File: src/hdl/tccu_pkg.sv
// Purpose: Shared constants and carrier types of the capture/compare unit
// Assumes: 16-bit up-counter, two capture/compare registers
// Notes:   Edge code 2'b10 has no meaning and selects no edge

package tccu_pkg;

   // ****************************************
   // Counter and register values
   // ****************************************
   localparam int          COUNT_WIDTH = 16;
   localparam logic [15:0] COUNT_ZERO  = 16'h0000;
   localparam logic [15:0] COUNT_ONE   = 16'h0001;
   localparam logic [15:0] COUNT_MAX   = 16'hFFFF;
   localparam logic [15:0] CC_RESET    = 16'h0000;

   // ****************************************
   // Run mode and edge field codes
   // ****************************************
   localparam logic [1:0] RUN_STOP       = 2'h0;
   localparam logic [1:0] RUN_FREE       = 2'h1;
   localparam logic [1:0] RUN_CLEAR_TRIG = 2'h2;
   localparam logic [1:0] RUN_CLEAR_CMP  = 2'h3;
   localparam logic [1:0] EDGE_FALLING   = 2'h0;
   localparam logic [1:0] EDGE_RISING    = 2'h1;
   localparam logic [1:0] EDGE_BOTH      = 2'h3;

   // ****************************************
   // Synchroniser layout
   // ****************************************
   localparam int SYNC_DEPTH = 3;
   localparam int SYNC_FIRST = 0;
   localparam int SYNC_MID   = 1;
   localparam int SYNC_LAST  = 2;

   // Software control bits, kept together
   typedef struct packed {
      logic [1:0] runMode;
      logic       captureModeA;
      logic       captureModeB;
      logic       captureSourceSelect;
      logic [1:0] edgeSelectA;
      logic [1:0] edgeSelectB;
   } tccu_ctrl_t;

   // Software write port of the two compare values
   typedef struct packed {
      logic        writeA;
      logic        writeB;
      logic [15:0] data;
   } tccu_wr_t;

   // Whole state of the unit
   typedef struct packed {
      logic [SYNC_DEPTH-1:0] syncA;
      logic [SYNC_DEPTH-1:0] syncB;
      logic                  levelA;
      logic                  levelB;
      logic [15:0]           upCounter;
      logic [15:0]           compareCaptureA;
      logic [15:0]           compareCaptureB;
      logic                  matchIrqA;
      logic                  matchIrqB;
      logic                  overflow;
   } tccu_state_t;

   localparam tccu_state_t STATE_RESET = '{
      syncA: '0, syncB: '0, levelA: 1'b0, levelB: 1'b0,
      upCounter: COUNT_ZERO, compareCaptureA: CC_RESET,
      compareCaptureB: CC_RESET, matchIrqA: 1'b0, matchIrqB: 1'b0,
      overflow: 1'b0};

endpackage

File: src/hdl/tccu_capture_compare.sv
// Purpose: Capture/compare logic around the 16-bit timer up-counter
// Assumes: countTick is a one-cycle enable from the prescaler
// Notes:   Triggers are pins, filtered through three flip-flops

`timescale 1ns/1ps

// Contract
// - Zero compare: no match at start
// - Zero compare matches on 0 to 1
// - Delayed zero match after every clear
// - Source 1: A captures opposite trigger-A edge
// - Reverse phase: trigger B only interrupts A
// - Source 0: A captures trigger-B edge
// - B captures trigger-A edge, interrupts
// - Compare equality raises match interrupt
// - Counter counts ticks, stop clears
module tccu_capture_compare (
   input  wire logic                clk,
   input  wire logic                reset,
   input  wire logic                countTick,
   input  wire tccu_pkg::tccu_ctrl_t ctrl,
   input  wire tccu_pkg::tccu_wr_t   wr,
   input  wire logic                triggerInputA,
   input  wire logic                triggerInputB,
   output logic [15:0]              upCounter,
   output logic [15:0]              compareCaptureA,
   output logic [15:0]              compareCaptureB,
   output logic                     matchIrqA,
   output logic                     matchIrqB,
   output logic                     overflow
);

   tccu_pkg::tccu_state_t state_reg;
   tccu_pkg::tccu_state_t state_next;

   logic running;
   logic riseA;
   logic fallA;
   logic riseB;
   logic fallB;
   logic validA;
   logic reverseA;
   logic validB;
   logic tickRun;
   logic matchA;
   logic matchB;

   // ****************************************
   // Edge qualification
   // ****************************************
   function automatic logic edge_pick(input logic [1:0] sel,
                                      input logic rise,
                                      input logic fall);
      logic hit;
      hit = 1'b0;
      if (sel == tccu_pkg::EDGE_RISING) begin
         hit = rise;
      end else if (sel == tccu_pkg::EDGE_FALLING) begin
         hit = fall;
      end else if (sel == tccu_pkg::EDGE_BOTH) begin
         hit = rise | fall;
      end
      return hit;
   endfunction

   // Filtered level changes only when the two later stages agree
   always_comb begin
      riseA = 1'b0;
      fallA = 1'b0;
      riseB = 1'b0;
      fallB = 1'b0;
      if (state_reg.syncA[tccu_pkg::SYNC_MID]
          == state_reg.syncA[tccu_pkg::SYNC_LAST]) begin
         riseA = state_reg.syncA[tccu_pkg::SYNC_LAST] & ~state_reg.levelA;
         fallA = ~state_reg.syncA[tccu_pkg::SYNC_LAST] & state_reg.levelA;
      end
      if (state_reg.syncB[tccu_pkg::SYNC_MID]
          == state_reg.syncB[tccu_pkg::SYNC_LAST]) begin
         riseB = state_reg.syncB[tccu_pkg::SYNC_LAST] & ~state_reg.levelB;
         fallB = ~state_reg.syncB[tccu_pkg::SYNC_LAST] & state_reg.levelB;
      end
   end

   assign validA = edge_pick(ctrl.edgeSelectA, riseA, fallA);
   assign validB = edge_pick(ctrl.edgeSelectB, riseB, fallB);
   // opposite edge
   // Both-edge setting leaves no opposite edge, so source 1 never captures into compareCaptureA
   assign reverseA = (ctrl.edgeSelectA == tccu_pkg::EDGE_RISING) ? fallA :
                     (ctrl.edgeSelectA == tccu_pkg::EDGE_FALLING) ? riseA :
                     1'b0;

   assign running = (ctrl.runMode != tccu_pkg::RUN_STOP);
   assign tickRun = running & countTick;
   // zero on step
   // Equality is judged on the counting edge, so a zero value fires as
   // the counter steps from zero to one, never at the bare zero count
   assign matchA = tickRun & ~ctrl.captureModeA
                 & (state_reg.upCounter == state_reg.compareCaptureA);
   assign matchB = tickRun & ~ctrl.captureModeB
                 & (state_reg.upCounter == state_reg.compareCaptureB);

   // ****************************************
   // Next state
   // ****************************************
   always_comb begin
      state_next = state_reg;
      state_next.syncA = {state_reg.syncA[tccu_pkg::SYNC_MID:0],
                          triggerInputA};
      state_next.syncB = {state_reg.syncB[tccu_pkg::SYNC_MID:0],
                          triggerInputB};
      if (state_reg.syncA[tccu_pkg::SYNC_MID]
          == state_reg.syncA[tccu_pkg::SYNC_LAST]) begin
         state_next.levelA = state_reg.syncA[tccu_pkg::SYNC_LAST];
      end
      if (state_reg.syncB[tccu_pkg::SYNC_MID]
          == state_reg.syncB[tccu_pkg::SYNC_LAST]) begin
         state_next.levelB = state_reg.syncB[tccu_pkg::SYNC_LAST];
      end
      state_next.matchIrqA = 1'b0;
      state_next.matchIrqB = 1'b0;

      if (!running) begin
         state_next.upCounter = tccu_pkg::COUNT_ZERO;
         state_next.overflow  = 1'b0;
      end else if (ctrl.runMode == tccu_pkg::RUN_CLEAR_TRIG && validA) begin
         state_next.upCounter = tccu_pkg::COUNT_ZERO;
      end else if (ctrl.runMode == tccu_pkg::RUN_CLEAR_CMP && matchA) begin
         state_next.upCounter = tccu_pkg::COUNT_ZERO;
      end else if (tickRun) begin
         state_next.upCounter = 16'(state_reg.upCounter
                                    + tccu_pkg::COUNT_ONE);
      end
      // A clear that lands on the wrapping tick still counts as overflow
      if (tickRun && state_reg.upCounter == tccu_pkg::COUNT_MAX) begin
         state_next.overflow = 1'b1;
      end

      // Software loads first; a capture in the same cycle wins
      if (wr.writeA) begin
         state_next.compareCaptureA = wr.data;
      end
      if (wr.writeB) begin
         state_next.compareCaptureB = wr.data;
      end

      if (ctrl.captureModeA) begin
         if (ctrl.captureSourceSelect) begin
            if (reverseA) begin
               state_next.compareCaptureA = state_reg.upCounter;
            end
            state_next.matchIrqA = validB;
         end else begin
            if (validB) begin
               state_next.compareCaptureA = state_reg.upCounter;
               state_next.matchIrqA       = 1'b1;
            end
         end
      end else begin
         state_next.matchIrqA = matchA;
      end

      if (ctrl.captureModeB) begin
         if (validA) begin
            state_next.compareCaptureB = state_reg.upCounter;
            state_next.matchIrqB       = 1'b1;
         end
      end else begin
         state_next.matchIrqB = matchB;
      end
   end

   always_ff @(posedge clk) begin
      if (reset) begin
         state_reg <= tccu_pkg::STATE_RESET;
      end else begin
         state_reg <= state_next;
      end
   end

   assign upCounter       = state_reg.upCounter;
   assign compareCaptureA = state_reg.compareCaptureA;
   assign compareCaptureB = state_reg.compareCaptureB;
   assign matchIrqA       = state_reg.matchIrqA;
   assign matchIrqB       = state_reg.matchIrqB;
   assign overflow        = state_reg.overflow;
endmodule

File: config.mk
export PLATFORM = sky130hd
export DESIGN_NAME = tccu_capture_compare
export DESIGN_NICKNAME = d
export VERILOG_FILES = /design/src/hdl/tccu_pkg.sv /design/src/hdl/tccu_capture_compare.sv
export SDC_FILE = /design/constraint.sdc
export NUM_CORES = 1
export LEC_CHECK = 0
export BUFFER_PORTS_ARGS = -buffer_cell sky130_fd_sc_hd__clkbuf_2
export CAP_MARGIN = 20
export CORE_MARGIN = 3
export CORE_UTILIZATION = 51
export DETAILED_ROUTE_END_ITERATION = 7
export GPL_ROUTABILITY_DRIVEN = 0
export PLACE_DENSITY = 0.78
export SKIP_LAST_GASP = 1
export SLEW_MARGIN = 10
export SYNTH_ARGS = -nofsm -noshare
export SYNTH_HDL_FRONTEND = slang
export SYNTH_SLANG_ARGS = --single-unit
File: constraint.sdc
create_clock -name clk -period 4.03 [get_ports clk]
set_input_delay 0.403 -clock clk [delete_from_list [all_inputs] [get_ports clk]]
set_output_delay 0.403 -clock clk [all_outputs]
set_load 0.02 [all_outputs]
# Yosys cells after proc, flatten, opt, wreduce, memory -nomap -nowiden
# Cells that the tools add are included.
# Widths: inputs -> output; s select.
[op_classes]
n_eq_ne = 12
n_mux = 27
bitwise_logic = 18
add_sub_neg = 1
reduce_logical = 7
[op_table]
columns = ["operator", "count"]
rows = [
  ["$mux 16", 8],
  ["$eq 16x16->1", 2],
  ["$mux 1", 19],
  ["$add 16x1->16 const B", 1],
  ["$eq 16x16->1 const B", 1],
  ["$and 1x1->1", 9],
  ["$eq 2x2->1 const B", 4],
  ["$not 1->1", 7],
  ["$eq 2x1->1 const B", 2],
  ["$logic_not 2->1", 2],
  ["$reduce_or 4->1", 1],
  ["$logic_and 1x1->1", 3],
  ["$eq 1x1->1", 2],
  ["$ne 2x1->1 const B", 1],
  ["$or 1x1->1", 2],
  ["$reduce_bool 2->1", 1],
]
[word_totals]
regBits = 59
in_bits = 32
output_inout_bits = 51

# Depth between registers and ports, before layout
[logic_depth]
depth_word = 10
mapped_depth = 7

# Worst setup path before layout
# OpenSTA, ideal clock, no wires.
[synth_path]
path_type = "input to register"
startpoint = "input port ctrl[0] in the netlist's numbering"
endpoint = "register state_reg (netlist bit compareCaptureA[10])"
setup_ps = 80
path_slack_ps = 2431
cell_stages = 7
t_arrival_ps = 1519
path_buffers = 2
path_cell_list = "and4b_1 a31oi_2 o22ai_2 and2_1 buf_6 buf_12 a211oi_2"
[synth_via]
elab_chain_len = 7
[synth_rtl]
columns = ["item", "line_no", "rtl"]
rows = [
  ["from (decl)", "tccu_capture_compare.sv:21", "input wire tccu_pkg::tccu_ctrl_t ctrl,"],
  ["$eq 2x2->1", "tccu_capture_compare.sv:60", "end else if (sel == tccu_pkg::EDGE_BOTH) begin"],
  ["$mux 1", "tccu_capture_compare.sv:60", ""],
  ["$mux 1", "tccu_capture_compare.sv:58", "end else if (sel == tccu_pkg::EDGE_FALLING) begin"],
  ["$mux 1 (*)", "tccu_capture_compare.sv:56", "if (sel == tccu_pkg::EDGE_RISING) begin"],
  ["$mux 16 (*)", "tccu_capture_compare.sv:153", "if (validB) begin"],
  ["$mux 16 (*)", "tccu_capture_compare.sv:147", "if (ctrl.captureSourceSelect) begin"],
  ["$mux 16 (*)", "tccu_capture_compare.sv:146", "if (ctrl.captureModeA) begin"],
  ["to (signal assigned)", "tccu_capture_compare.sv:174", "state_reg <= tccu_pkg::STATE_RESET;"],
  ["to (signal assigned)", "tccu_capture_compare.sv:176", "state_reg <= state_next;"],
  ["to (decl)", "tccu_capture_compare.sv:33", "tccu_pkg::tccu_state_t state_reg;"],
]
# Mark *: on every way between the ends. The rest lies on a longest branch, timed or not.
# A chain may end at the register's enable or synchronous reset.

# Final worst setup path
[layout_path]
startpoint = "register state_reg[52] in the netlist's numbering"
endpoint = "register state_reg (netlist bit compareCaptureA[3])"
[layout_via]
elab_chain_len = 8
[layout_rtl]
columns = ["item", "line_no", "rtl"]
rows = [
  ["$not 1->1", "tccu_capture_compare.sv:74", "riseA = state_reg.syncA[tccu_pkg::SYNC_LAST] & ~state_reg.levelA;"],
  ["$and 1x1->1", "tccu_capture_compare.sv:74", ""],
  ["$mux 1", "tccu_capture_compare.sv:72", "if (state_reg.syncA[tccu_pkg::SYNC_MID]"],
  ["$mux 1", "tccu_capture_compare.sv:89", "(ctrl.edgeSelectA == tccu_pkg::EDGE_FALLING) ? riseA :"],
  ["$mux 1 (*)", "tccu_capture_compare.sv:88", "assign reverseA = (ctrl.edgeSelectA == tccu_pkg::EDGE_RISING) ? fallA :"],
  ["$mux 16 (*)", "tccu_capture_compare.sv:148", "if (reverseA) begin"],
  ["$mux 16 (*)", "tccu_capture_compare.sv:147", ""],
  ["$mux 16 (*)", "tccu_capture_compare.sv:146", ""],
]
# Marks and branches as above.

==> impl_metrics.xml <==
<?xml version="1.0" encoding="UTF-8"?>
<metrics>
  <group name="worst_hold_path">
    <metric name="min_path_type" unit="">in2reg</metric>
  </group>
  <group name="worst_setup_path">
    <metric name="timing.reg2reg.setup_slack" unit="ps">1480</metric>
    <metric name="crit_slowest_cell" unit="">and2_1</metric>
    <metric name="crit_path_max_incr_delay" unit="ps">820</metric>
    <metric name="cp.required" unit="ps">4190</metric>
    <metric name="arrival" unit="ps">2720</metric>
    <metric name="path_max_fanout" unit="">17</metric>
    <metric name="worst-path-buf-inv" unit="">0</metric>
    <metric name="worst_path_class_setup" unit="">reg2reg</metric>
    <metric name="cpLargestDelayFamily" unit="">simple AND/OR/NAND/NOR gates</metric>
    <metric name="worstSetupEndpointType" unit="">flop</metric>
    <metric name="timing.critical_path.cells" unit="">nor3b_2 &gt; mux2i_1 &gt; o22ai_2 &gt; and2_1 &gt; a211oi_1</metric>
    <metric name="worst_setup_path_start_kind" unit="">flop</metric>
  </group>
  <group name="sta">
    <metric name="totalNegativeSetupSlack" unit="ps">0</metric>
    <metric name="worstMarginPinSlew" unit="ps">1090</metric>
    <metric name="final.setup.worst_slack" unit="ps">1480</metric>
    <metric name="final_skew" unit="ps">6.29</metric>
    <metric name="max_slew_margin_vs_limit" unit="">0.276</metric>
    <metric name="post-route-period-util" unit="">0.634</metric>
    <metric name="final_hold_slack" unit="ps">270</metric>
    <metric name="layout_min_cycle_time" unit="ps">2550</metric>
    <metric name="finalHoldViolations" unit="">0</metric>
    <metric name="slew_viol_final" unit="">0</metric>
    <metric name="report.final.setup_viol" unit="">0</metric>
    <metric name="timing.fmax" unit="MHz">391</metric>
    <metric name="grt_setup_unrepaired" unit="">false</metric>
  </group>
  <group name="synthesis">
    <metric name="yosys_warnings" unit="">0</metric>
    <metric name="main_combinational_cell_family_by_area_after_synthesis" unit="">buffers and inverters</metric>
    <metric name="yosys.area_share.simple" unit="">0.154</metric>
    <metric name="post_synth_inst_count" unit="">390</metric>
    <metric name="synth_sequential_area_ratio" unit="">0.339</metric>
    <metric name="yosys.area_share.xor_xnor" unit="">0.121</metric>
    <metric name="synthArstFlopShare" unit="">0</metric>
    <metric name="synth_area" unit="sq um">3480</metric>
    <metric name="edff_count_synth" unit="">0</metric>
    <metric name="syn_avg_cell_area" unit="sq um">8.92</metric>
    <metric name="synthFlopType" unit="">dfxtp_1</metric>
    <metric name="synthMuxAreaShare" unit="">0.0489</metric>
    <metric name="synth_compound_area_frac" unit="">0.161</metric>
    <metric name="netlist-cell-type-count" unit="">43</metric>
    <metric name="number_of_nets_in_the_synthesized_netlist" unit="">423</metric>
    <metric name="postSynthRegisterBits" unit="">59</metric>
    <metric name="synth_adder_area_share" unit="">0.00360</metric>
  </group>
  <group name="place">
    <metric name="pre_cts_slack" unit="ps">1440</metric>
    <metric name="estimated_wirelength_of_the_detail_placed_design" unit="mm">6.04</metric>
    <metric name="buffer_ports.inserted" unit="">82</metric>
    <metric name="number_of_placed_instances_with_taps_included" unit="">468</metric>
  </group>
  <group name="cells_and_area">
    <metric name="layout.cells.most_common_list" unit="">clkbuf_2, dfxtp_1, nor2_1</metric>
    <metric name="instances_no_fill" unit="">485</metric>
    <metric name="number_of_inserted_diodes" unit="">0</metric>
    <metric name="syn2layout_area_growth" unit="%">5.90</metric>
    <metric name="multi_input_comb_area" unit="sq um">1700</metric>
    <metric name="final_layout_size_suffix_gt1_frac" unit="">0.275</metric>
    <metric name="layout_commonest_cell" unit="">clkbuf_2</metric>
    <metric name="design.final.nets" unit="">436</metric>
    <metric name="sequential_cell_area" unit="sq um">1180</metric>
    <metric name="fill_cells" unit="">577</metric>
  </group>
  <group name="power">
    <metric name="p_leak" unit="nW">1.55</metric>
    <metric name="post-layout-total-power" unit="mW">1.37</metric>
    <metric name="power.density" unit="nW/um^2">371</metric>
    <metric name="ir_worst_vdd" unit="mV">0.250</metric>
  </group>
  <group name="routing">
    <metric name="drt-initial-drc-count" unit="">163</metric>
    <metric name="detailed_route_vias_per_instance" unit="">5.69</metric>
    <metric name="vias" unit="">2761</metric>
    <metric name="drtAntennaViolNets" unit="">0</metric>
    <metric name="routedWlPerCell" unit="microns">17.5</metric>
    <metric name="detail_route.wirelength" unit="mm">8.48</metric>
    <metric name="detailedRoute.firstPassIterationCount" unit="">4</metric>
    <metric name="drcViolationCount" unit="">0</metric>
  </group>
  <group name="cts">
    <metric name="cts-root-buf" unit="">clkbuf_8</metric>
    <metric name="htreeDepth" unit="">3</metric>
    <metric name="clockBufferDepth" unit="">2</metric>
    <metric name="clk-insertion-delay-late" unit="ps">340</metric>
    <metric name="cts_buffers" unit="">9</metric>
    <metric name="tritoncts_clock_tree" unit="">yes</metric>
    <metric name="cts-resized-gates" unit="">0</metric>
    <metric name="cts_post_setup_buffers_inserted" unit="">0</metric>
    <metric name="path_clk_slew" unit="ps">60</metric>
    <metric name="cts.sink_count" unit="">59</metric>
    <metric name="ctsHoldBuffers" unit="">0</metric>
  </group>
  <group name="global_routing">
    <metric name="number_of_antenna_violations_at_the_first_check_in_global_routing" unit="">0</metric>
    <metric name="largest_net_degree_at_the_start_of_global_routing" unit="">45</metric>
    <metric name="total_track_usage" unit="">0.232</metric>
    <metric name="number_of_global_route_vias_before_repair" unit="">2704</metric>
    <metric name="grt_first_pass_wirelength" unit="mm">13.8</metric>
    <metric name="grt_remaining_overflow" unit="">0</metric>
  </group>
  <group name="floorplan">
    <metric name="fp.coreArea" unit="sq um">6490</metric>
    <metric name="design.die.area" unit="sq um">7850</metric>
    <metric name="rows" unit="">29</metric>
    <metric name="dieHeight" unit="microns">88.6</metric>
    <metric name="number_of_top_level_pins" unit="">83</metric>
    <metric name="floorplan.die.width" unit="microns">88.6</metric>
    <metric name="initial_utilization" unit="">0.536</metric>
  </group>
  <group name="run">
    <metric name="max_cap_violations" unit="">0</metric>
  </group>
  <group name="outcome">
    <metric name="outcome" unit="">completed</metric>
  </group>
</metrics>
[Yosys cell counts, drive strengths merged (8+ instances only)]
master | number | area, sq um
nand4 | 10 | 68.8
nor2b | 22 | 138
clkbuf | 15 | 57.6
a211oi | 32 | 290
xor2 | 14 | 123
mux2i | 17 | 170
dfxtp | 59 | 1180
nor2 | 35 | 131
nor3 | 8 | 40.0
xnor2 | 34 | 298
buf | 66 | 478
a221oi | 17 | 149
inv | 17 | 63.8
[cell type report]
cell class / count / share of cell area
repair buffers: 83 / 0.119
inverters: 17 / 0.0173
flip-flops and latches: 59 / 0.321
well taps: 77 / 0.0261
clock inverters: 1 / 0.00815
clock buffers: 15 / 0.0479
multi-input cells: 233 / 0.461
[cells by family after synthesis]
group                    Yosys count
adder cells (fa/ha/maj)            1
multiplexers                      17
buffers and inverters             98
AO/OA/AOI/OAI                     67
flip-flops                        59
AND/OR/NAND/NOR                  100
XOR/XNOR                          48
[routing by layer]
metal  vias to the layer above  GRT usage  share of wire
li1                       1320          -              -
met1                      1299      0.303           0.44
met4                         0     0.0591         0.0088
met5                         -          0              0
met2                       135      0.370           0.46
met3                         7     0.0773          0.087
[power by group]
group / switching [mW] / internal [mW] / total [mW] / leakage (nW)
registers: 0.0244 / 0.606 / 0.631 / 0.483
clock network: 0.225 / 0.337 / 0.562 / 0.104
logic: 0.102 / 0.0724 / 0.174 / 0.963
total: 0.351 / 1.02 / 1.37 / 1.55
[metrics by stage]
step	util	area [sq um]
5_1_grt	0.567	3680
2_1_floorplan	-	3480
4_1_cts	0.563	3660
3_3_place_gp	0.531	3450
3_5_place_dp	0.531	3450
6_report	0.567	3680
[worst reg2reg max path, delay by kind of cell (launching register included)]
family | cells | cell delay (ps)
flip-flops | 1 | 350
AO/OA/AOI/OAI | 2 | 860
multiplexers | 1 | 130
AND/OR/NAND/NOR | 2 | 1050
[final timing paths]
check / from / to / depth (start not counted)
min: triggerInputB / state_next[54] / 2
min reg2reg: state_next[57] / state_next[58] / 1
max: state_reg[52] / compareCaptureA[3] / 5
max reg2reg: state_reg[52] / compareCaptureA[3] / 5
(Power assumes the default switching activity.)
